===== src/verilog/pmc_defines.vh =====
// Purpose: constants for the output macrocell and its register port
// Assumes: 32-bit AXI4-Lite data, 8-bit byte address
// Notes: field positions index the configuration word
`ifndef PMC_DEFINES_VH
`define PMC_DEFINES_VH
`define PMC_AW 8
`define PMC_OFF_CFG 8'h00
`define PMC_OFF_CTRL 8'h04
`define PMC_OFF_STAT 8'h08
`define PMC_CFG_RST 32'h0000_0000
`define PMC_RESP_OK 2'b00
`define PMC_RESP_ERR 2'b10
`define PMC_TYPE_LSB 0
`define PMC_TYPE_MSB 2
`define PMC_B_COMB 3
`define PMC_B_CK_COM 4
`define PMC_CK_LSB 5
`define PMC_B_CK_INV 7
`define PMC_B_OE_COM 8
`define PMC_OE_LSB 9
`define PMC_B_OE_INV 11
`define PMC_B_AP_PIN 12
`define PMC_AP_LSB 13
`define PMC_B_AR_PIN 15
`define PMC_AR_LSB 16
`define PMC_B_LE_PIN 18
`define PMC_LE_LSB 19
`define PMC_FB_LSB 21
`define PMC_FB_MSB 23
`define PMC_B_DUAL 24
`define PMC_B_IN_LAT 25
`define PMC_T_D 3'h0
`define PMC_T_DCE 3'h1
`define PMC_T_JK 3'h2
`define PMC_T_SR 3'h3
`define PMC_T_T 3'h4
`define PMC_T_LAT 3'h5
`define PMC_FB_DEF 3'h0
`define PMC_FB_REG 3'h1
`define PMC_FB_LAT 3'h2
`define PMC_FB_TOG 3'h3
`define PMC_FB_INT 3'h4
`define PMC_FB_PIN 3'h5
`define PMC_FB_PREG 3'h6
`define PMC_FB_PLAT 3'h7
`endif


===== src/verilog/pmc_macrocell.v =====
// Purpose: one configurable output macrocell with pin feedback and input element
// Assumes: all pins and product terms synchronous to CLOCK_I; cell clocks are edge-detected
// Notes: configuration is writable only while the run bit is low
`include "pmc_defines.vh"
module pmc_macrocell #(
	parameter NPINS = 4
) (
	input wire CLOCK_I,
	input wire RSTN_I,
	input wire [`PMC_AW-1:0] S_AXI_AWADDR_I,
	input wire S_AXI_AWVALID_I,
	output wire S_AXI_AWREADY_O,
	input wire [31:0] S_AXI_WDATA_I,
	input wire [3:0] S_AXI_WSTRB_I,
	input wire S_AXI_WVALID_I,
	output wire S_AXI_WREADY_O,
	output wire [1:0] S_AXI_BRESP_O,
	output wire S_AXI_BVALID_O,
	input wire S_AXI_BREADY_I,
	input wire [`PMC_AW-1:0] S_AXI_ARADDR_I,
	input wire S_AXI_ARVALID_I,
	output wire S_AXI_ARREADY_O,
	output wire [31:0] S_AXI_RDATA_O,
	output wire [1:0] S_AXI_RRESP_O,
	output wire S_AXI_RVALID_O,
	input wire S_AXI_RREADY_I,
	input wire [NPINS-1:0] COMMON_PINS_I,
	input wire PT_D_I,
	input wire PT_K_I,
	input wire PT_CE_I,
	input wire PT_CLK_I,
	input wire PT_OE_I,
	input wire PT_AP_I,
	input wire PT_AR_I,
	input wire PT_SP_I,
	input wire PT_SR_I,
	input wire PT_LE_I,
	input wire PT_PIN_FB_REG_CLK_I,
	input wire PT_PIN_FB_REG_APRESET_I,
	input wire PT_PIN_FB_REG_ARESET_I,
	input wire PT_PIN_FB_REG_SPRESET_I,
	input wire PT_PIN_FB_REG_SRESET_I,
	input wire IO_PIN_I,
	input wire IO_PIN2_I,
	output wire IO_PIN_O,
	output wire IO_PIN_OE_O,
	input wire IN_PIN_I,
	output wire FB_O,
	output wire IN_FB_O
);

	// pins outside the fitted set read as low, so a narrow variant cannot pick a pin it does not have
	function pick;
		input [NPINS-1:0] pins;
		input [1:0] sel;
		begin
			pick = (sel < NPINS) ? pins[sel] : 1'b0;
		end
	endfunction

	// byte-lane merge for partial writes
	function [31:0] merge;
		input [31:0] old;
		input [31:0] data;
		input [3:0] strb;
		integer i;
		begin
			merge = old;
			for (i = 0; i < 4; i = i + 1) begin
				if (strb[i]) begin
					merge[i*8 +: 8] = data[i*8 +: 8];
				end
			end
		end
	endfunction

	reg [31:0] cfg_reg;
	reg run_reg;
	reg aw_have_reg;
	reg w_have_reg;
	reg [`PMC_AW-1:0] awaddr_reg;
	reg [31:0] wdata_reg;
	reg [3:0] wstrb_reg;
	reg bvalid_reg;
	reg [1:0] bresp_reg;
	reg rvalid_reg;
	reg [1:0] rresp_reg;
	reg [31:0] rdata_reg;
	reg q_reg;
	reg q_next;
	reg latch_reg;
	reg clk_prev_reg;
	reg pfb_reg;
	reg pfb_next;
	reg pfb_lat_reg;
	reg pfb_clk_prev_reg;
	reg in_reg;
	reg in_lat_reg;
	reg fb_sel;

	// configuration fields; a single select field per mux makes sources exclusive
	wire [2:0] st_type = cfg_reg[`PMC_TYPE_MSB:`PMC_TYPE_LSB];
	wire is_comb = cfg_reg[`PMC_B_COMB];
	wire ck_com = cfg_reg[`PMC_B_CK_COM];
	wire oe_com = cfg_reg[`PMC_B_OE_COM];
	wire [2:0] fb_mode = cfg_reg[`PMC_FB_MSB:`PMC_FB_LSB];
	wire [1:0] ck_pin = cfg_reg[`PMC_CK_LSB +: 2];
	wire [1:0] oe_pin = cfg_reg[`PMC_OE_LSB +: 2];
	wire [1:0] ap_pin = cfg_reg[`PMC_AP_LSB +: 2];
	wire [1:0] ar_pin = cfg_reg[`PMC_AR_LSB +: 2];
	wire [1:0] le_pin = cfg_reg[`PMC_LE_LSB +: 2];

	// common sources take one pin, with an optional inversion for clock and enable only, never array logic
	wire com_clk = pick(COMMON_PINS_I, ck_pin) ^ cfg_reg[`PMC_B_CK_INV];
	wire com_oe = pick(COMMON_PINS_I, oe_pin) ^ cfg_reg[`PMC_B_OE_INV];
	wire cell_clk = ck_com ? com_clk : PT_CLK_I;
	wire cell_oe = oe_com ? com_oe : PT_OE_I;
	wire ap_act = cfg_reg[`PMC_B_AP_PIN] ? pick(COMMON_PINS_I, ap_pin) : PT_AP_I;
	wire ar_act = cfg_reg[`PMC_B_AR_PIN] ? pick(COMMON_PINS_I, ar_pin) : PT_AR_I;
	wire le_act = cfg_reg[`PMC_B_LE_PIN] ? pick(COMMON_PINS_I, le_pin) : PT_LE_I;
	wire clk_rise = cell_clk & ~clk_prev_reg;
	wire pfb_rise = PT_PIN_FB_REG_CLK_I & ~pfb_clk_prev_reg;

	// transparent latch passes D while its gate is high
	wire latch_q = le_act ? PT_D_I : latch_reg;
	wire store_q = (st_type == `PMC_T_LAT) ? latch_q : q_reg;
	// asynchronous controls override the stored value without waiting for an edge
	wire q_out = ar_act ? 1'b0 : (ap_act ? 1'b1 : store_q);
	// pin level seen by the array; the shared mux passes one of the two pins
	wire pin_lvl = cfg_reg[`PMC_B_DUAL] ? IO_PIN2_I : IO_PIN_I;
	wire pfb_out = PT_PIN_FB_REG_ARESET_I ? 1'b0 : (PT_PIN_FB_REG_APRESET_I ? 1'b1 : pfb_reg);
	wire pfb_lat_q = PT_PIN_FB_REG_CLK_I ? pin_lvl : pfb_lat_reg;
	wire in_lat_q = com_clk ? IN_PIN_I : in_lat_reg;

	// storage element next state on the selected cell clock edge
	always @* begin
		q_next = q_reg;
		if (ar_act) begin
			q_next = 1'b0;
		end else if (ap_act) begin
			q_next = 1'b1;
		end else if (clk_rise) begin
			if (PT_SR_I) begin
				q_next = 1'b0;
			end else if (PT_SP_I) begin
				q_next = 1'b1;
			end else begin
				case (st_type)
					`PMC_T_D: q_next = PT_D_I;
					`PMC_T_DCE: q_next = PT_CE_I ? PT_D_I : q_reg;
					// a tied-low input leaves the other one acting alone
					`PMC_T_JK: q_next = (PT_D_I & ~q_reg) | (~PT_K_I & q_reg);
					// both S and R high holds, the safest reading of an illegal pair
					`PMC_T_SR: q_next = PT_D_I ? ~PT_K_I | q_reg : (q_reg & ~PT_K_I);
					`PMC_T_T: q_next = PT_D_I ? ~q_reg : q_reg;
					default: q_next = q_reg;
				endcase
			end
		end
	end

	// pin feedback register with its own clock and controls
	always @* begin
		pfb_next = pfb_reg;
		if (PT_PIN_FB_REG_ARESET_I) begin
			pfb_next = 1'b0;
		end else if (PT_PIN_FB_REG_APRESET_I) begin
			pfb_next = 1'b1;
		end else if (pfb_rise) begin
			if (PT_PIN_FB_REG_SRESET_I) begin
				pfb_next = 1'b0;
			end else if (PT_PIN_FB_REG_SPRESET_I) begin
				pfb_next = 1'b1;
			end else begin
				pfb_next = pin_lvl;
			end
		end
	end

	// feedback into the array; default follows how the output is used
	always @* begin
		case (fb_mode)
			`PMC_FB_DEF: fb_sel = is_comb ? PT_D_I : q_out;
			`PMC_FB_REG: fb_sel = q_reg;
			`PMC_FB_LAT: fb_sel = latch_q;
			`PMC_FB_TOG: fb_sel = q_reg;
			`PMC_FB_INT: fb_sel = PT_D_I;
			`PMC_FB_PIN: fb_sel = pin_lvl;
			`PMC_FB_PREG: fb_sel = pfb_out;
			`PMC_FB_PLAT: fb_sel = pfb_lat_q;
			default: fb_sel = q_out;
		endcase
	end

	// macrocell state; the register keeps clocking even when the output is combinational
	always @(posedge CLOCK_I) begin
		if (!RSTN_I) begin
			q_reg <= 1'b0;
			latch_reg <= 1'b0;
			clk_prev_reg <= 1'b0;
			pfb_reg <= 1'b0;
			pfb_lat_reg <= 1'b0;
			pfb_clk_prev_reg <= 1'b0;
			in_reg <= 1'b0;
			in_lat_reg <= 1'b0;
		end else begin
			q_reg <= q_next;
			latch_reg <= ar_act ? 1'b0 : (ap_act ? 1'b1 : latch_q);
			clk_prev_reg <= cell_clk;
			pfb_reg <= pfb_next;
			pfb_lat_reg <= pfb_lat_q;
			pfb_clk_prev_reg <= PT_PIN_FB_REG_CLK_I;
			// input register clocks on the same cell clock edge as the output register, common or term clock
			if (com_clk & ~clk_prev_reg & ck_com) begin
				in_reg <= IN_PIN_I;
			end else if (~ck_com & clk_rise) begin
				in_reg <= IN_PIN_I;
			end
			in_lat_reg <= in_lat_q;
		end
	end

	assign IO_PIN_O = is_comb ? PT_D_I : q_out;
	assign IO_PIN_OE_O = cell_oe;
	assign FB_O = fb_sel;
	assign IN_FB_O = cfg_reg[`PMC_B_IN_LAT] ? in_lat_q : in_reg;

	// AXI4-Lite handshakes; one write and one read in flight
	wire aw_take = S_AXI_AWVALID_I & ~aw_have_reg & ~bvalid_reg;
	wire w_take = S_AXI_WVALID_I & ~w_have_reg & ~bvalid_reg;
	wire wr_go = aw_have_reg & w_have_reg & ~bvalid_reg;
	wire ar_take = S_AXI_ARVALID_I & ~rvalid_reg;
	wire wr_cfg = (awaddr_reg[`PMC_AW-1:2] == `PMC_OFF_CFG >> 2);
	wire wr_ctrl = (awaddr_reg[`PMC_AW-1:2] == `PMC_OFF_CTRL >> 2);

	assign S_AXI_AWREADY_O = ~aw_have_reg & ~bvalid_reg;
	assign S_AXI_WREADY_O = ~w_have_reg & ~bvalid_reg;
	assign S_AXI_BVALID_O = bvalid_reg;
	assign S_AXI_BRESP_O = bresp_reg;
	assign S_AXI_ARREADY_O = ~rvalid_reg;
	assign S_AXI_RVALID_O = rvalid_reg;
	assign S_AXI_RRESP_O = rresp_reg;
	assign S_AXI_RDATA_O = rdata_reg;

	// write side; the configuration is frozen while running
	always @(posedge CLOCK_I) begin
		if (!RSTN_I) begin
			cfg_reg <= `PMC_CFG_RST;
			run_reg <= 1'b0;
			aw_have_reg <= 1'b0;
			w_have_reg <= 1'b0;
			awaddr_reg <= {`PMC_AW{1'b0}};
			wdata_reg <= 32'h0000_0000;
			wstrb_reg <= 4'h0;
			bvalid_reg <= 1'b0;
			bresp_reg <= `PMC_RESP_OK;
		end else begin
			if (aw_take) begin
				aw_have_reg <= 1'b1;
				awaddr_reg <= S_AXI_AWADDR_I;
			end
			if (w_take) begin
				w_have_reg <= 1'b1;
				wdata_reg <= S_AXI_WDATA_I;
				wstrb_reg <= S_AXI_WSTRB_I;
			end
			if (wr_go) begin
				aw_have_reg <= 1'b0;
				w_have_reg <= 1'b0;
				bvalid_reg <= 1'b1;
				bresp_reg <= `PMC_RESP_OK;
				if (wr_cfg & ~run_reg) begin
					cfg_reg <= merge(cfg_reg, wdata_reg, wstrb_reg);
				end else if (wr_ctrl) begin
					run_reg <= wstrb_reg[0] ? wdata_reg[0] : run_reg;
				end else begin
					bresp_reg <= `PMC_RESP_ERR;
				end
			end else if (bvalid_reg & S_AXI_BREADY_I) begin
				bvalid_reg <= 1'b0;
			end
		end
	end

	// read side; status shows the cell's live state
	always @(posedge CLOCK_I) begin
		if (!RSTN_I) begin
			rvalid_reg <= 1'b0;
			rresp_reg <= `PMC_RESP_OK;
			rdata_reg <= 32'h0000_0000;
		end else if (ar_take) begin
			rvalid_reg <= 1'b1;
			rresp_reg <= `PMC_RESP_OK;
			case (S_AXI_ARADDR_I[`PMC_AW-1:2])
				`PMC_OFF_CFG >> 2: rdata_reg <= cfg_reg;
				`PMC_OFF_CTRL >> 2: rdata_reg <= {31'h0000_0000, run_reg};
				`PMC_OFF_STAT >> 2: rdata_reg <= {25'h000_0000, latch_q, pfb_out, IN_FB_O,
					fb_sel, cell_oe, IO_PIN_O, q_out};
				default: begin
					rdata_reg <= 32'h0000_0000;
					rresp_reg <= `PMC_RESP_ERR;
				end
			endcase
		end else if (rvalid_reg & S_AXI_RREADY_I) begin
			rvalid_reg <= 1'b0;
		end
	end

endmodule


===== config.mk =====
export PLATFORM = sky130hd
export DESIGN_NAME = pmc_macrocell
export DESIGN_NICKNAME = d
export VERILOG_FILES = /design/src/verilog/pmc_macrocell.v
export VERILOG_INCLUDE_DIRS = /design/src /design/src/verilog
export SDC_FILE = /design/constraint.sdc
export NUM_CORES = 1
export LEC_CHECK = 0
export BUFFER_PORTS_ARGS = -buffer_cell sky130_fd_sc_hd__buf_2
export CAP_MARGIN = 20
export CORE_MARGIN = 1
export CORE_UTILIZATION = 40
export DETAILED_ROUTE_END_ITERATION = 8
export GPL_TIMING_DRIVEN = 0
export HOLD_SLACK_MARGIN = 0.06
export PLACE_DENSITY = 0.73
export SKIP_LAST_GASP = 1
export SYNTH_ARGS = -nofsm -noshare
export SYNTH_HDL_FRONTEND = slang
export SYNTH_SLANG_ARGS = --single-unit

===== constraint.sdc =====
create_clock -name CLOCK_I -period 1.75 [get_ports CLOCK_I]
set_input_delay 0.0875 -clock CLOCK_I [delete_from_list [all_inputs] [get_ports CLOCK_I]]
set_output_delay 0.0875 -clock CLOCK_I [all_outputs]
set_load 0.01 [all_outputs]

* Word level (Yosys, flattened, before mapping)
Cells that the tools add are included.
** Cells by class
- Reductions and logical operators :: 21
- Bitwise gates (word level) :: 35
- Muxes and demuxes :: 50
- Equality and inequality tests :: 17
- $lt $le $gt $ge :: 5
** Operators with widths (number)
- $pmux 32 s3 :: 1
- $mux 1 :: 39
- $and 1x1->1 :: 19
- $eq 3x3->1 const B :: 6
- $lt 2x3->1 const B :: 5
- $eq 3x2->1 const B :: 4
- $eq 6x1->1 const B :: 2
- $logic_not 6->1 :: 2
- $not 1->1 :: 12
- $reduce_and 3->1 :: 4
- $bmux 1 s2 :: 5
- $ne 5x5->1 const B :: 2
- $reduce_bool 2->1 :: 5
- $reduce_and 4->1 :: 2
- $reduce_bool 8->1 :: 1
- $reduce_or 2->1 :: 4
- $pmux 1 s7 :: 1
- $eq 3x1->1 const B :: 2
- $eq 6x2->1 const B :: 1
- $logic_not 3->1 :: 2
- $mux 2 :: 3
- $pmux 1 s5 :: 1
- $reduce_or 3->1 :: 1
- $or 1x1->1 :: 2
- $xor 1x1->1 :: 2
** Word-level totals
- Output and inout bits :: 45
- Word-level logic and storage cells :: 151
- Input port bits :: 81
- Register bits after elaboration :: 125

* Depth between registers and ports, before layout
Gate-level depths: netlist of run 1.
- Depth after elaboration :: 10
- Depth in mapped cells :: 7

* Worst setup path before layout of run 1
No wires, ideal clock.
- Path type :: register -> register
- Start point :: register cfg_reg[16]
- End point :: register rdata_reg[3], in the netlist S_AXI_RDATA_O[3]
- Slack :: -0.254 ns
- Data required time :: 1.679 ns
- Stages on the path, launching flop included :: 7
- Library setup time :: 0.071 ns
- Arrival :: 1.933 ns
- Buffers on the path :: 0
- Clock period less this slack :: 2.004 ns
- Cells stage by stage :: dfxtp_1 -> mux4_2 -> a211o_1 -> a22o_1 -> a21oi_2 -> a2bb2oi_2 -> o2bb2ai_1
** Between the ends
- Word-level cells in the longest chain between the ends :: 7
** RTL lines
- from (decl) :: RTL line pmc_macrocell.v:77 : reg [31:0] cfg_reg;
- from (signal assigned) :: RTL line pmc_macrocell.v:248 : cfg_reg <= `PMC_CFG_RST;
- from (signal assigned) :: RTL line pmc_macrocell.v:273 : cfg_reg <= merge(cfg_reg, wdata_reg, wstrb_reg);
- $bmux 1 s2 :: RTL line pmc_macrocell.v:57 : pick = (sel < NPINS) ? pins[sel] : 1'b0;
- $mux 1 (implied by the code) :: RTL line pmc_macrocell.v:57
- $mux 1 :: RTL line pmc_macrocell.v:119 : wire ar_act = cfg_reg[`PMC_B_AR_PIN] ? pick(COMMON_PINS_I, ar_pin) : PT_AR_I;
- $mux 1 :: RTL line pmc_macrocell.v:128 : wire q_out = ar_act ? 1'b0 : (ap_act ? 1'b1 : store_q);
- $mux 1
- via IO_PIN_O :: RTL line pmc_macrocell.v:45 : output wire IO_PIN_O,
- $pmux 1 s7 :: RTL line pmc_macrocell.v:182 : case (fb_mode)
- via FB_O :: RTL line pmc_macrocell.v:48 : output wire FB_O,
- $pmux 32 s3 :: RTL line pmc_macrocell.v:294 : case (S_AXI_ARADDR_I[`PMC_AW-1:2])
- to (signal assigned) :: RTL line pmc_macrocell.v:295 : `PMC_OFF_CFG >> 2: rdata_reg <= cfg_reg;
- to (signal assigned) :: RTL line pmc_macrocell.v:296 : `PMC_OFF_CTRL >> 2: rdata_reg <= {31'h0000_0000, run_reg};
- to (signal assigned) :: RTL line pmc_macrocell.v:297 : `PMC_OFF_STAT >> 2: rdata_reg <= {25'h000_0000, latch_q, pfb_out, IN_FB_O,
- to (decl) :: RTL line pmc_macrocell.v:88 : reg [31:0] rdata_reg;
The timed path passes the listed nets, and every way through them passes these cells. The select of a mux whose other input is x is not followed.
A chain may end at the register's enable or synchronous reset.

* Worst setup path in the final report of run 1
- Start point :: register cfg_reg[16]
- End point :: output port IO_PIN_O
** Between the ends
- Word-level cells in the longest chain between the ends :: 5
** RTL lines
- $bmux 1 s2 :: RTL line pmc_macrocell.v:57
- $mux 1 (implied by the code) :: RTL line pmc_macrocell.v:57
- $mux 1 :: RTL line pmc_macrocell.v:119
- $mux 1 :: RTL line pmc_macrocell.v:128
- $mux 1 :: RTL line pmc_macrocell.v:223 : assign IO_PIN_O = is_comb ? PT_D_I : q_out;
- to (decl) :: RTL line pmc_macrocell.v:45
Every way passes these cells. The select of a mux whose other input is x is not followed.

==> metrics, run 1 <==
Post-synth EDFFs 0; RSZ-0062 raised after global routing true; largest cells by area after synthesis dfxtp_1, nand2_1, a21oi_1, nor2_1, a22oi_1; sequential-to-total area share from yosys stat approximately half; pre-CTS setup slack -434 ps; CP max FO 2; drt wl/cell 15.6 microns; Routability Congestion between 0.8 and 0.9; WP data arrival between 2000 and 2500 ps; post-synth top area share roughly 50%; vias in the first global route between 4000 and 5000; Die Width between 100 and 150 microns; CTS Sinks 121; total gr overflow 0; fin. max-slew vios 0; row count 39; Async S/R FF share, synth 0%; Setup WS post-layout -602 ps; Synth area leader dfxtp_1; Synth Instances ~570; prevailing post-synth register cell dfxtp_1; GRT Total Usage 24.2%; fin util between 60 and 70%; #FFs+latches synth approximately 120; # Max-Cap Violations 0; final net count ~860; port bufs 118; crit start category flop; WHS 125 ps; Die ar. 12300 sq um; CTS tree built; failing checks DRC, setup timing; crit end category output pin; DRC 18; Hold Crit Class in -> reg; endpoints failing setup 10; outcome finished, violations left; Yosys warnings 0; via/cell ratio approximately 5.2; setup TNS -2730 ps; Max Root-Sink Buffers 2; total number of vias between 4000 and 5000; drt pass-1 iters 7; # IOs 126; VDD IR max ~640 uV; pin count of the biggest net entering global routing 17; antenna cells 0; Final ANT Viol Nets 0; Root Buffer clkbuf_16; Design Power ~7.3 mW; Core Area ~12000 sq um; fmax 425 MHz; Clock Latency Late Sink about 420 ps; Crit path required time between 1500 and 2000 ps; LEAKAGE 2.85 nW; relative max-transition margin between 50 and 60%; # H-tree levels 4; final cycle utilization of the critical path 134%; final WL ~15 mm; TritonCTS buffer count 17; clock slew at reported path FFs ~50 ps; hpwl dp roughly 10 mm; worst slew pin tran a little over 600 ps; Layout area overhead 48.2%; Starting Density 41.3%; layout cells sized above 1 around a quarter; Worst Clk Skew ~13 ps; Avg Cell Area, Syn around 8.4 sq um; count leader, synth dfxtp_1; CP Class reg -> out; commonest cells in the netlist dfxtp_1, nand2_1, a21oi_1; global-route wire length before repair roughly 23 mm; Final Hold Viols 0; mapped cell area 4760 sq um; filler cell count in the final layout 927; initial antenna violation count 0; post-layout min period roughly 2400 ps; drt initial violations between 300 and 400; power per cell area 1040 nW/um^2; Die Y roughly 110 microns; post-synthesis cell type count 46
## logic make-up (layout without fill, tap and decap cells)
group           count (synthesis)  count (layout)  synth area share, %
xor+xnor                        2               2                0.368
mux                            19              19                 5.08
compound gates                143             143                 18.6
simple gates                  240             240                 21.4
other cells                     1               2               0.0788
flops                         121             121                 50.9
buf+inv                        43             266                 3.58
## cell type report
type	instances	area (sq um)	share of cell area [%]
well taps	143	179	2.54
plain buffers	35	154	2.18
inverters	7	26.3	0.373
clock buffers	24	482	6.83
multi-input cells	406	2300	32.7
flip-flops and latches	121	2430	34.5
clock inverters	7	140	1.99
repair buffers	193	1340	18.9
## worst paths after layout
kind                                        startpoint               end  slack (ps)  depth (start not counted)
worst min-delay path            PT_PIN_FB_REG_SRESET_I           pfb_reg         120                          4
worst min register to register             cfg_reg[30]       cfg_reg[30]         460                          2
worst max-delay path                       cfg_reg[16]          IO_PIN_O        -600                          7
worst max register to register             cfg_reg[13]  S_AXI_RDATA_O[1]        -370                          8
## per-layer routing
layer	part of all wire (%)	track usage [%]	vias up
met3	6.5	5.14	29
met2	49	42.1	193
met4	2.0	9.01	0
li1	-	-	2397
met1	42	29.3	2283
met5	0	0	-
## placed cells by master, fill, tap and decap left out, drive strengths merged, types with 2 or more instances in the layout
| cell type | netlist | routed |
|---|---|---|
| buf | 4 | 144 |
| dfxtp | 121 | 121 |
| nand2 | 119 | 119 |
| a21oi | 82 | 82 |
| nor2 | 60 | 60 |
| dlygate4sd3 | 0 | 54 |
| clkbuf | 32 | 54 |
| nand3 | 35 | 35 |
| a22oi | 28 | 28 |
| mux2i | 14 | 14 |
| inv | 7 | 7 |
| a211oi | 7 | 7 |
| nand2b | 6 | 6 |
| o21ai | 6 | 6 |
| a211o | 5 | 5 |
| nor3 | 5 | 5 |
| mux4 | 4 | 4 |
| bufinv | 0 | 4 |
| and2 | 4 | 4 |
| a222oi | 3 | 3 |
| nor2b | 2 | 2 |
| nand3b | 2 | 2 |
| a31oi | 2 | 2 |
| conb | 1 | 2 |
| clkinvlp | 0 | 2 |
| xnor2 | 2 | 2 |
| nor4 | 2 | 2 |
## repair_timing
| item | in CTS | in global routing |
|---|---|---|
| pin swaps | 10 | 11 |
| resized for setup | 20 | 28 |
| buffers inserted | 15 | 8 |
| setup endpoints to repair | 61 | 88 |
| hold endpoints to repair | 54 | 0 |
| hold buffers | 54 | 0 |
## worst max-delay path, cell delays in order (launching register included)
cell	delay, ps
dfxtp_2	340
mux4_2	520
a211o_1	290
a22o_1	240
a21oi_4	150
buf_4	140
buf_6	90
buf_6	90
## report_power, final
part / internal, mW / total, mW / switching [mW]
clock network: 2.48 / 3.68 / 1.20
registers: 2.85 / 2.91 / 0.0586
logic: 0.339 / 0.725 / 0.387
total: 5.67 / 7.31 / 1.64
## stage by stage
step,std cells,area [sq um]
2_1_floorplan,570,4790
3_3_place_gp,831,5560
3_5_place_dp,831,5560
4_1_cts,931,6930
5_1_grt,936,7050
6_report,936,7050
Note: power is estimated with default switching activity, not from simulation.
==> inputs of run 2 (changes only) <==
RECOVER_POWER = 100   (was default)
==> run 2 against run 1 <==
Effect of this change:
- count of clock-buffer cells in the layout unchanged
- worst setup slack worse by 6.4 ps
- critical endpoint unchanged
- critical path type unchanged
- the flow still finishes with violations (DRC, setup timing)
- clock skew down 0.94 ps
==> metrics, run 2 (synthesis gave the netlist of run 1 again) <==
outcome finished, violations left (unchanged); failing checks DRC, setup timing (unchanged); Clock Latency Late Sink 420 ps (about the same); CP Class reg -> out (unchanged); Final ANT Viol Nets 0 (unchanged); Layout area overhead 46.4% (was 48.2%); Final Instance Area 6960 sq um (was 7050 sq um); crit-path cells mux4_2 > a211o_1 > a22o_1 > a21oi_4 > buf_4 > buf_6 > buf_6 (unchanged); port bufs 118 (unchanged); crit end category output pin (unchanged); Routability Congestion 0.829 (unchanged); GRT Total Usage 24.2% (unchanged); relative max-transition margin 58.3% (was 58.4%); final cycle utilization of the critical path 135% (was 134%); Root Buffer clkbuf_16 (unchanged); total gr overflow 0 (unchanged); Starting Density 41.3% (unchanged); initial antenna violation count 0 (unchanged); Placed Cells incl. Taps 831 (unchanged); WP data arrival 2270 ps (was 2260 ps); Design Power 7.31 mW (about the same); CTS tree built (unchanged); Net Switching 1.65 mW (was 1.64 mW); drt pass-1 iters 7 (unchanged); clock share of power 50.4% (was 50.3%); clock slew at reported path FFs 60 ps (was 50 ps); Combinational Power Share 9.8% (was 9.9%); crit start category flop (unchanged); endpoints failing setup 13 (was 10); final net count 862 (unchanged); filler cell count in the final layout 969 (was 927); DRC 18 (unchanged); # IOs 126 (unchanged); drt initial violations 370 (was 385); VDD IR max 637 uV (was 636 uV); via/cell ratio 5.27 (was 5.24); layout cells sized above 1 20.4% (was 26.2%); total internal power 5.66 mW (was 5.67 mW); post-layout min period 2360 ps (was 2350 ps); # H-tree levels 4 (unchanged); worst slew pin tran 626 ps (was 624 ps); Setup WS post-layout -608 ps (was -602 ps); CP max-delay cell mux4_2 (unchanged); total number of vias 4932 (was 4902); final WL 14.7 mm (was 14.6 mm); Reg power frac 39.8% (about the same); CP max FO 2 (unchanged); vias in the first global route 4801 (unchanged); drt wl/cell 15.7 microns (was 15.6 microns); Switching Fraction 22.5% (was 22.4%); Critical Path Most Common Cell buf_6 (unchanged); Max Root-Sink Buffers 2 (unchanged); pin count of the biggest net entering global routing 17 (unchanged); DP Area 5560 sq um (unchanged); fin util 60.5% (was 61.2%); LEAKAGE 2.67 nW (was 2.85 nW); fmax 424 MHz (was 425 MHz); Worst path max stage delay 520 ps (about the same); RSZ-0062 raised after global routing true (unchanged); fin. max-slew vios 0 (unchanged); Die Width 111 microns (unchanged); global-route wire length before repair 23.4 mm (unchanged); most frequent cells in the layout nand2_1, dfxtp_1, a21oi_1, buf_2, clkbuf_1 (was buf_2, nand2_1, dfxtp_1, a21oi_1, nor2_1); CTS Sinks 121 (unchanged); Final Hold Viols 0 (unchanged); hpwl dp 10.0 mm (unchanged); # Max-Cap Violations 0 (unchanged); Die Y 111 microns (unchanged); antenna cells 0 (unchanged); fin cells 936 (unchanged); most common cell after layout, fill and taps aside nand2_1 (was buf_2); Worst Clk Skew 11.7 ps (was 12.6 ps); row count 39 (unchanged); Crit path required time 1660 ps (about the same); Die ar. 12300 sq um (unchanged); Core Area 11500 sq um (unchanged); Hold Crit Class in -> reg (unchanged); power per cell area 1050 nW/um^2 (was 1040 nW/um^2); TritonCTS buffer count 17 (unchanged)
-- run 2: layout make-up --
class,instances,area [sq um],area share (%)
Inverter,7,26.3,0.377
Clock buffer,24,482,6.92
Buffer,35,153,2.19
Tap cell,143,179,2.57
Sequential cell,121,2430,34.9
Multi-Input combinational cell,406,2270,32.7
Clock inverter,7,140,2.01
Timing Repair Buffer,193,1280,18.3
-- run 2: timing repair --
| item | 4_1_cts | 5_1_grt |
|---|---|---|
| buffers inserted | 15 | 8 |
| gates resized for setup | 20 | 28 |
| pin swaps | 10 | 11 |
| hold endpoints to repair | 54 | 0 |
| hold buffers | 54 | 0 |
| endpoints found under the setup margin | 61 | 88 |
-- run 2: path summary, 6_finish.rpt --
path,startpoint,endpoint,slack [ps],cells after the start
setup / recovery,cfg_reg[16],IO_PIN_O,-610,7
hold / removal,PT_CLK_I,clk_prev_reg,120,3
setup reg to reg,cfg_reg[13],S_AXI_RDATA_O[1],-370,8
hold reg to reg,cfg_reg[30],cfg_reg[30],460,2
-- run 2: metal layers --
layer  vias to the layer above  GRT usage [%]  part of all wire (%)
met3                        26           5.14                   6.2
met5                         -              0                     0
met4                         0           9.01                   2.0
met2                       192           42.1                    49
met1                      2314           29.3                    43
li1                       2400              -                     -
-- run 2: power by group through the flow --
| stage | Combinational [mW] | Clock (mW) | Sequential [mW] |
|---|---|---|---|
| finish | 0.714 | 3.69 | 2.91 |
| global placement | 0.523 | 0 | 2.96 |
| global route | 0.779 | 3.84 | 2.91 |
| CTS | 0.678 | 3.69 | 2.90 |
| floorplan | 0.323 | 0 | 2.95 |
| detailed placement | 0.535 | 0 | 2.96 |
-- run 2: per-stage QoR --
stage | hold slack [ps] | setup TNS (ps) | setup slack, ps
after global placement | 271 | -15010 | -414
after floorplan | 167 | -295 | -155
after detailed placement | 274 | -15930 | -434
final | 122 | -3260 | -608
after CTS | 106 | -2290 | -607
after global routing | 134 | -7120 | -663
-- run 2: worst max-delay path, delay by kind of cell (launching register included) --
family                 cells  cell delay [ps]
DFF                        1              340
buffers and inverters      3              330
AOI/OAI and AO/OA          3              670
muxes                      1              520
